===== src/hdl/fcmon_pkg.sv =====
// constants, types and carriers for the configuration monitor
package fcmon_pkg;

	// ==============================================
	// timing
	localparam int unsigned CLK_MHZ         = 40;
	localparam int unsigned TICK_NS         = 100;
	localparam int unsigned RELOAD_PULSE_NS = 300;
	localparam int unsigned TICK_CYCLES     = (TICK_NS * CLK_MHZ + 999) / 1000;
	localparam logic [1:0]  RELOAD_TERM     = 2'(RELOAD_PULSE_NS / TICK_NS);
	localparam logic [1:0]  GUARD_ACK_LIMIT = 2'h1;
	localparam logic [1:0]  GUARD_TERM      = 2'h3;

	// ==============================================
	// failure codes and reset values
	localparam logic [2:0] CODE_NONE     = 3'h0;
	localparam logic [2:0] CODE_GUARD    = 3'h1;
	localparam logic [2:0] CODE_CRC      = 3'h2;
	localparam logic [2:0] CODE_SYNC_WORD_CHECK = 3'h4;
	localparam logic [1:0] GOOD_PAGE     = 2'h0;
	localparam logic [1:0] RST_REVISION  = 2'h0;
	localparam logic       RST_EXT_EN    = 1'b0;
	localparam logic       RST_GUARD_EN  = 1'b0;

	// ==============================================
	// register map
	localparam logic [7:0] OFS_STATUS = 8'h00;
	localparam logic [7:0] OFS_CTRL   = 8'h04;
	localparam int unsigned CTRL_RELOAD_BIT = 0;

	typedef enum logic [1:0] {
		ST_IDLE    = 2'b00,
		ST_MONITOR = 2'b01,
		ST_FAIL    = 2'b10,
		ST_PASS    = 2'b11
	} fcmon_state_t;

	// pins from the target and the memory, all asynchronous
	typedef struct packed {
		logic       cfg_ready;
		logic       cfg_done;
		logic       prom_end_of_data_n;
		logic       board_reload_switch;
		logic       target_reload_request;
		logic       guard_timer_clear;
		logic       write_strobe_n;
		logic [1:0] revision_select_in;
		logic       external_revision_enable_in;
		logic       guard_timer_enable_in;
	} fcmon_in_t;

	typedef struct packed {
		logic       fpga_reload_n;
		logic [1:0] revision_select;
		logic       external_revision_enable;
		logic [1:0] guard_timer_count;
		logic [2:0] status_history;
	} fcmon_out_t;

endpackage : fcmon_pkg


===== src/hdl/fcmon_top.sv =====
// configuration monitor: supervisor, reload pulse, revision, history, guard timer
// How it works
// - switch, target command or software request form one internal reload reset.
// - supervisor starts idle and returns idle on any reload request.
// - idle goes to monitoring when the ready line rises.
// - monitoring goes to fail if ready falls before complete is high.
// - monitoring goes to pass when complete rises with ready and end-of-data high.
// - fail drives reload low for 13 clocks (three 100 ns ticks plus one clock), then returns to monitoring.
// - entering fail forces revision select to page 0,0.
// - pass with guard timer disabled returns to idle.
// - pass holds while the target keeps clearing the guard timer.
// - no clear before guard count 01h means fail and known-good reload.
// - guard count rises to 03h, shown on pins; reaching it means fail.
// - reload pulse timed by a two-bit 100 ns counter, terminal 03h.
// - a reload request sets a flag holding reload low until terminal count.
// - idle without the flag keeps the reload line high.
// - external revision select output drives the memory.
// - revision, external select, guard enable load only with write strobe low.
// - three-bit failure history on pins, 000 meaning no failure.
// - guard timeout records code 001.
// - each failure ORs its code into history; reload request clears it.
// - ready falling records code 010 and reloads known-good page.
// - end-of-data falling before ready fell or complete rose records 100.
// - guard timer enable is cleared after reset.
// - one free-running configuration clock runs all logic.
//
// The APB slave port and the register offsets were left to the implementer.
`timescale 1ns/1ps

module fcmon_top
#(
	parameter int unsigned CLK_MHZ = fcmon_pkg::CLK_MHZ
)
(
	input  wire logic              mclk,
	input  wire logic              rst_b,
	input  wire logic              ce,
	input  wire fcmon_pkg::fcmon_in_t  pins_in,
	output fcmon_pkg::fcmon_out_t      pins_out,
	input  wire logic              psel,
	input  wire logic              penable,
	input  wire logic              pwrite,
	input  wire logic [7:0]        paddr,
	input  wire logic [31:0]       pwdata,
	output logic                   pready,
	output logic [31:0]            prdata,
	output logic                   pslverr
);
	import fcmon_pkg::*;

	localparam int unsigned TICKS = (TICK_NS * CLK_MHZ + 999) / 1000;

	if (TICKS < 1 || TICKS > 255)
	begin : g_bad_clock
		$error("fcmon_top: clock rate gives no usable 100 ns tick");
	end

	// ==============================================
	// reset release and pin synchronisers
	logic       rst_meta_ff;
	logic       rst_sync_b;
	fcmon_in_t  sync1_ff;
	fcmon_in_t  sync2_ff;
	fcmon_in_t  prev_ff;

	always_ff @(posedge mclk or negedge rst_b)
	begin
		if (!rst_b)
		begin
			rst_meta_ff <= 1'b0;
			rst_sync_b  <= 1'b0;
		end
		else
		begin
			rst_meta_ff <= 1'b1;
			rst_sync_b  <= rst_meta_ff;
		end
	end

	// idle levels of the pins: strobe high, end-of-data high
	always_ff @(posedge mclk or negedge rst_sync_b)
	begin
		if (!rst_sync_b)
		begin
			sync1_ff <= fcmon_in_t'(11'h110);
			sync2_ff <= fcmon_in_t'(11'h110);
			prev_ff  <= fcmon_in_t'(11'h110);
		end
		else if (ce)
		begin
			sync1_ff <= pins_in;
			sync2_ff <= sync1_ff;
			prev_ff  <= sync2_ff;
		end
	end

	logic ready_rise;
	logic ready_fall;
	logic done_rise;
	logic eod_fall;
	logic reload_req;
	logic apb_reload_ff;

	assign ready_rise = sync2_ff.cfg_ready & ~prev_ff.cfg_ready;
	assign ready_fall = ~sync2_ff.cfg_ready & prev_ff.cfg_ready;
	assign done_rise  = sync2_ff.cfg_done & ~prev_ff.cfg_done;
	assign eod_fall   = ~sync2_ff.prom_end_of_data_n & prev_ff.prom_end_of_data_n;
	assign reload_req = sync2_ff.board_reload_switch
		| sync2_ff.target_reload_request | apb_reload_ff;

	// ==============================================
	// 100 ns tick; restarted with each reload pulse so the pulse is exact
	logic [7:0] div_ff;
	logic       tick;
	logic       pulse_start;

	assign tick = (div_ff == 8'(TICKS - 1));

	always_ff @(posedge mclk or negedge rst_sync_b)
	begin
		if (!rst_sync_b)
			div_ff <= 8'h00;
		else if (ce)
		begin
			if (pulse_start || tick)
				div_ff <= 8'h00;
			else
				div_ff <= div_ff + 8'h01;
		end
	end

	// ==============================================
	// supervisor
	fcmon_state_t state_ff;
	fcmon_state_t nxt_state;
	logic [2:0]   fail_code;
	logic         enter_fail;
	logic [1:0]   pulse_cnt_ff;
	logic [1:0]   guard_cnt_ff;
	logic         guard_acked_ff;
	logic         guard_en_ff;
	logic         reload_flag_ff;

	always_comb
	begin
		nxt_state = state_ff;
		fail_code = CODE_NONE;
		case (state_ff)
			ST_IDLE:
				if (ready_rise)
					nxt_state = ST_MONITOR;
			ST_MONITOR:
				if (ready_fall && !sync2_ff.cfg_done)
				begin
					nxt_state = ST_FAIL;
					fail_code = CODE_CRC;
				end
				else if (done_rise && sync2_ff.cfg_ready && sync2_ff.prom_end_of_data_n)
					nxt_state = ST_PASS;
				else if (eod_fall && !sync2_ff.cfg_done && sync2_ff.cfg_ready)
				begin
					nxt_state = ST_FAIL;
					fail_code = CODE_SYNC_WORD_CHECK;
				end
			ST_FAIL:
				if (pulse_cnt_ff == RELOAD_TERM)
					nxt_state = ST_MONITOR;
			ST_PASS:
				if (!guard_en_ff)
					nxt_state = ST_IDLE;
				else if (!sync2_ff.guard_timer_clear
					&& ((!guard_acked_ff && guard_cnt_ff == GUARD_ACK_LIMIT)
					|| guard_cnt_ff == GUARD_TERM))
				begin
					nxt_state = ST_FAIL;
					fail_code = CODE_GUARD;
				end
			default:
				nxt_state = ST_IDLE;
		endcase
		if (reload_req)
		begin
			nxt_state = ST_IDLE;
			fail_code = CODE_NONE;
		end
	end

	assign enter_fail  = (nxt_state == ST_FAIL) && (state_ff != ST_FAIL);
	assign pulse_start = enter_fail | reload_req;

	always_ff @(posedge mclk or negedge rst_sync_b)
	begin
		if (!rst_sync_b)
			state_ff <= ST_IDLE;
		else if (ce)
			state_ff <= nxt_state;
	end

	// ==============================================
	// reload pulse
	logic nxt_reload_flag;
	logic fpga_reload_n_ff;

	always_comb
	begin
		nxt_reload_flag = reload_flag_ff;
		if (reload_req)
			nxt_reload_flag = 1'b1;
		else if (pulse_cnt_ff == RELOAD_TERM)
			nxt_reload_flag = 1'b0;
	end

	always_ff @(posedge mclk or negedge rst_sync_b)
	begin
		if (!rst_sync_b)
		begin
			pulse_cnt_ff     <= RELOAD_TERM;
			reload_flag_ff   <= 1'b0;
			fpga_reload_n_ff <= 1'b1;
		end
		else if (ce)
		begin
			if (pulse_start)
				pulse_cnt_ff <= 2'h0;
			else if (tick && pulse_cnt_ff != RELOAD_TERM)
				pulse_cnt_ff <= pulse_cnt_ff + 2'h1;
			reload_flag_ff   <= nxt_reload_flag;
			// aligned with the state register; low in fail or while flagged
			fpga_reload_n_ff <= !((nxt_state == ST_FAIL) || nxt_reload_flag);
		end
	end

	// ==============================================
	// guard timer, runs only in pass
	always_ff @(posedge mclk or negedge rst_sync_b)
	begin
		if (!rst_sync_b)
		begin
			guard_cnt_ff   <= 2'h0;
			guard_acked_ff <= 1'b0;
		end
		else if (ce)
		begin
			if (state_ff != ST_PASS || !guard_en_ff)
			begin
				guard_cnt_ff   <= 2'h0;
				guard_acked_ff <= 1'b0;
			end
			else if (sync2_ff.guard_timer_clear)
			begin
				guard_cnt_ff   <= 2'h0;
				guard_acked_ff <= 1'b1;
			end
			else if (tick && guard_cnt_ff != GUARD_TERM)
				guard_cnt_ff <= guard_cnt_ff + 2'h1;
		end
	end

	// ==============================================
	// target-written revision and enable registers
	logic [1:0] revision_ff;
	logic       ext_en_ff;

	always_ff @(posedge mclk or negedge rst_sync_b)
	begin
		if (!rst_sync_b)
		begin
			revision_ff <= RST_REVISION;
			ext_en_ff   <= RST_EXT_EN;
			guard_en_ff <= RST_GUARD_EN;
		end
		else if (ce)
		begin
			if (!sync2_ff.write_strobe_n)
			begin
				revision_ff <= sync2_ff.revision_select_in;
				ext_en_ff   <= sync2_ff.external_revision_enable_in;
				guard_en_ff <= sync2_ff.guard_timer_enable_in;
			end
			// a failure must win so the retry uses the known-good page
			if (enter_fail)
				revision_ff <= GOOD_PAGE;
		end
	end

	// ==============================================
	// failure history
	logic [2:0] history_ff;

	always_ff @(posedge mclk or negedge rst_sync_b)
	begin
		if (!rst_sync_b)
			history_ff <= CODE_NONE;
		else if (ce)
		begin
			if (reload_req)
				history_ff <= CODE_NONE;
			else if (enter_fail)
				history_ff <= history_ff | fail_code;
		end
	end

	assign pins_out.fpga_reload_n            = fpga_reload_n_ff;
	assign pins_out.revision_select          = revision_ff;
	assign pins_out.external_revision_enable = ext_en_ff;
	assign pins_out.guard_timer_count        = guard_cnt_ff;
	assign pins_out.status_history           = history_ff;

	// ==============================================
	// apb slave, zero wait states
	logic        setup;
	logic        hit;
	logic [31:0] prdata_ff;
	logic        pslverr_ff;

	assign setup = psel & ~penable;
	assign hit   = (paddr == OFS_STATUS) || (paddr == OFS_CTRL);

	always_ff @(posedge mclk or negedge rst_sync_b)
	begin
		if (!rst_sync_b)
		begin
			prdata_ff     <= 32'h0000_0000;
			pslverr_ff    <= 1'b0;
			apb_reload_ff <= 1'b0;
		end
		else if (ce)
		begin
			apb_reload_ff <= 1'b0;
			if (setup)
			begin
				pslverr_ff <= !hit;
				prdata_ff  <= 32'h0000_0000;
				if (!pwrite && paddr == OFS_STATUS)
					prdata_ff <= {13'h0000, fpga_reload_n_ff, guard_en_ff, ext_en_ff,
						2'h0, revision_ff, 2'h0, guard_cnt_ff, 2'h0, state_ff,
						1'b0, history_ff};
			end
			if (psel && penable && pwrite && paddr == OFS_CTRL)
				apb_reload_ff <= pwdata[CTRL_RELOAD_BIT];
		end
	end

	assign pready  = 1'b1;
	assign prdata  = prdata_ff;
	assign pslverr = pslverr_ff & psel & penable;
endmodule : fcmon_top


===== config.mk =====
export PLATFORM = sky130hd
export DESIGN_NAME = fcmon_top
export DESIGN_NICKNAME = d
export VERILOG_FILES = /design/src/hdl/fcmon_pkg.sv /design/src/hdl/fcmon_top.sv
export SDC_FILE = /design/constraint.sdc
export NUM_CORES = 1
export LEC_CHECK = 0
export ABC_AREA = 1
export BUFFER_PORTS_ARGS = -buffer_cell sky130_fd_sc_hd__clkbuf_2
export CAP_MARGIN = 0
export CORE_ASPECT_RATIO = 0.7
export CORE_MARGIN = 2
export CORE_UTILIZATION = 45
export DETAILED_ROUTE_END_ITERATION = 10
export GPL_TIMING_DRIVEN = 1
export MAX_ROUTING_LAYER = met4
export PLACE_DENSITY = 0.74
export SLEW_MARGIN = 0
export SYNTH_ARGS = -nofsm -noshare
export SYNTH_HDL_FRONTEND = slang
export SYNTH_SLANG_ARGS = --single-unit

===== constraint.sdc =====
create_clock -name mclk -period 4.65 [get_ports mclk]
set_clock_uncertainty 0.05 [all_clocks]
set_input_delay 1.395 -clock mclk [delete_from_list [all_inputs] [get_ports mclk]]
set_output_delay 1.395 -clock mclk [all_outputs]
set_load 0.02 [all_outputs]

-- Word-level counts from Yosys, hierarchy flattened
Index checks and enable logic that the tools add are counted.
- shifts and indexed selects: 0
- multiplexer cells: 32
- bitwise operators: 17
- reduce and logical (&&, ||, !) cells: 39
- order comparisons: 0
- eq/ne operators: 14
- $mul: 0
- add/subtract/negate cells: 3
- divide/modulo/power cells: 0
- operator list (operator ; count):
    2-bit 2-to-1 mux ; 15
    19-bit 2-to-1 mux ; 1
    3-bit 2-to-1 mux ; 6
    1-bit logical AND ; 14
    2-bit AND reduction ; 7
    2-bit == test, second input constant ; 5
    8-bit by 1-bit adder with 8-bit output, second input constant ; 1
    8-bit by 2-bit == test with 1-bit output, second input constant ; 1
    8-bit by 3-bit == test with 1-bit output, second input constant ; 1
    8-bit zero test ; 1
    8-bit 2-to-1 mux ; 1
    2-bit inequality test, second input constant ; 4
    2-bit case mux with 4 select lines ; 1
    1-bit AND ; 7
    1-bit zero test ; 7
    1-bit 2-to-1 mux ; 7
    1-bit NOT ; 6
    3-bit case mux with 2 select lines ; 1
    2-bit nonzero test ; 3
    1-bit logical OR ; 5
    2-bit by 1-bit adder with 2-bit output, second input constant ; 2
    2-bit by 1-bit == test with 1-bit output, second input constant ; 2
    1-bit bitwise OR ; 3
    3-bit bitwise OR ; 1
    other kinds (3) ; 3
- bits in read-only memories: 0
- latch bits: 0
- input bits: 57
- register bits after elaboration: 85
- RAM bits: 0
- logic and storage cells: 144
- memories kept: 0

-- Depth between registers and ports, before layout
- word-level depth: 14
- depth in mapped cells: 13

-- Worst setup path before layout
Ideal clock, no wire load.
- kind: input -> output
- start point: input penable
- end point: output pslverr
- arrival: 1.729 ns
- stages: 2
- data required time: 3.205 ns
- slack: 1.476 ns
- cells stage by stage: nand2_1 > nor2_1
- word-level cells in the longest chain between the ends: 1
- ends and longest elaborated chain (what ; RTL line ; text):
    start, declared ; fcmon_top.sv:41 ; input wire logic penable,
    1-bit AND ; fcmon_top.sv:346 ; assign pslverr = pslverr_ff & psel & penable;
    end, declared ; fcmon_top.sv:47 ; output logic pslverr
Every way passes these cells.

-- Final worst setup path
Same ends and word-level chain as after synthesis.

==> metrics.txt <==
fin. max-slew vios=0; status=finished clean; worst r2r dst=div_ff[4]; io pins=100; Initial DRT Pass Iterations=4; cells after synthesis=374; Core ar.=0.00685 mm2; worst path required time=3.20 ns; hold wc startpoint=rst_meta_ff; Tot GR Track Use=0.175; Die Ht=74.9 um; most frequent cells in the layout=119 x nand2_1, 56 x dfrtp_1, 47 x clkbuf_2; Sink Count=65; port bufs=47; Antenna diodes=0; first-pass GRT wire length=10,400 um; insertion delay to the later sink of the worst-skew pair=0.33 ns; CTS Buffer Depth=2; setup TNS=0 ns; GPL Wtd Cong=0.876; synthesized area per cell=8.63 um2; antenna violations before repair=0; worst r2r src=pulse_cnt_ff[0]; Max rail drop VDD=0.000185 V; hold endpoint=rst_sync_b; clock buffer count from CTS=9; Antenna Violating Nets Remaining=0; Synth area leader=dfrtp_1; PostCTS Resize Cnt=0; hold buffer count at CTS=0; Die Wd=105 um; global route total overflow=0; Fillers=640; final hold violation count=0; DIE AREA=0.00787 mm2; Routed WL=6090 um; post-route insts no fill=522; CTS clk-pin slew, worst paths=0.06 ns; period utilization=0.708; worst reg2reg path depth=11; WP data arrival=1.85 ns; DP HPWL=4450 um; r2r setup slk=2.83 ns; register area share after synthesis=0.507; 1st-iter DRT viols=127; Setup violations, final=0; crit path capture type=output pin; commonest non-fill, non-tap cell in the layout=nand2_1; worst slew pin tran=0.778 ns; Initial Util=0.471; Critical Path Fanout Max=2; vias per cell=4.74; top_reg_cell synth=dfrtp_1; largest net degree at the start of global routing=64; htree depth=3; FMAX=304 MHz; mapped cell area=0.00323 mm2; Worst Hold Class=register to register; max-cap violations=0; Final Cell Area=0.00364 mm2; row count=25; routed len/inst=11.7 um; async set-or-reset flop fraction in the synthesized netlist=1.00; pwr dens=354 mW/mm2; share of cells above drive strength 1=0.259; Lkg Pwr=1.80 nW; RSZ-0062 raised after global routing=false; vias=2,472; flip-flop and latch count after synthesis=65; Final nets=484; placed cell count=506; TritonCTS clock tree=yes; root buf cell=clkbuf_8; Synth top area share=0.442; Setup CP Type=input pin to output pin; Ys Warns=0; Post-synth EDFFs=0; Post-DP Area=0.00347 mm2; total power draw=1.29 mW; # DRC=0; Cell variety after synth=37; P&R area growth vs syn=12.8%; vias in the first global route=2,412; Critical Path Start Type=input pin; Hold Path Stages=0; Post-CTS Setup Bufs=0; Area contributors post-synth=dfrtp_1 44%, nand2_1 14%, dfstp_2 6.5%; Max-Slew Margin vs Limit=0.481; post-route minimum period=3.29 ns
==> logic make-up after synthesis <==
family          after synthesis  synth area share
xor+xnor                      3           0.00814
fa+ha+maj                     4            0.0155
buf+inv                      73             0.114
flops                        65             0.507
other cells                   2           0.00233
simple gates                179             0.257
compound gates               48            0.0950
==> critical path, cell delays in order <==
cell	delay, ns
clkbuf_2	0.11
nand2_1	0.08
nor2_1	0.09
clkbuf_2	0.17
==> report_power, final <==
group / switching (mW) / total (mW) / internal (mW)
sequential: 0.0332 / 0.657 / 0.623
combinational: 0.144 / 0.210 / 0.0651
clock: 0.200 / 0.423 / 0.223
==> per-layer routing <==
metal / track usage / up-vias / wire (um)
met2: 0.288 / 46 / 2870
met3: 0.0554 / 7 / 280
li1: - / 1229 / -
met4: 0.0504 / 0 / 53
met1: 0.212 / 1190 / 2890
met5: - / - / 0
==> registers in the layout, summed over array words and instances (netlist names), 2 cells and up <==
register      flops
history_ff        3
prev_ff           3
pulse_cnt_ff      2
state_ff          2
guard_cnt_ff      2
div_ff            8
sync2_ff         11
revision_ff       2
sync1_ff         11
prdata           12
==> how the worst max path moves through the flow <==
| stage | startpoint | endpoint | slack (ns) | cells past startpoint |
|---|---|---|---|---|
| global route | penable | pslverr | 1.32 | 4 |
| global placement | penable | pslverr | 1.36 | 4 |
| floorplan | penable | pslverr | 1.48 | 2 |
| detailed placement | penable | pslverr | 1.36 | 4 |
| CTS | penable | pslverr | 1.35 | 4 |
| finish | penable | pslverr | 1.36 | 4 |
==> layout make-up <==
class	count	area, um2	share of cell area
repair buffers	50	258	0.0708
multi-input cells	256	1300	0.356
clock buffers	14	163	0.0447
well taps	94	118	0.0323
clock inverters	2	12.5	0.00344
inverters	41	156	0.0430
flip-flops and latches	65	1640	0.450
==> synthesized netlist by cell type (4+ instances only) <==
cell      count
dfrtp_1      57
inv_2         6
nor2_1       17
o31ai_2       4
nand3_2       4
buf_4        24
ha_1          4
o21ai_0      33
nand2_1     119
nand2_4       4
clkbuf_1      6
dfstp_2       8
inv_1        33
nor2_2        9
nand3_1      13
==> stage by stage <==
stage	hold slack [ns]	util	setup WS [ns]
floorplan	0.281	-	1.48
global placement	0.285	0.506	1.36
detailed placement	0.289	0.506	1.36
CTS	0.304	0.532	1.35
global route	0.309	0.532	1.32
finish	0.300	0.532	1.36
(Power assumes the default switching activity.)
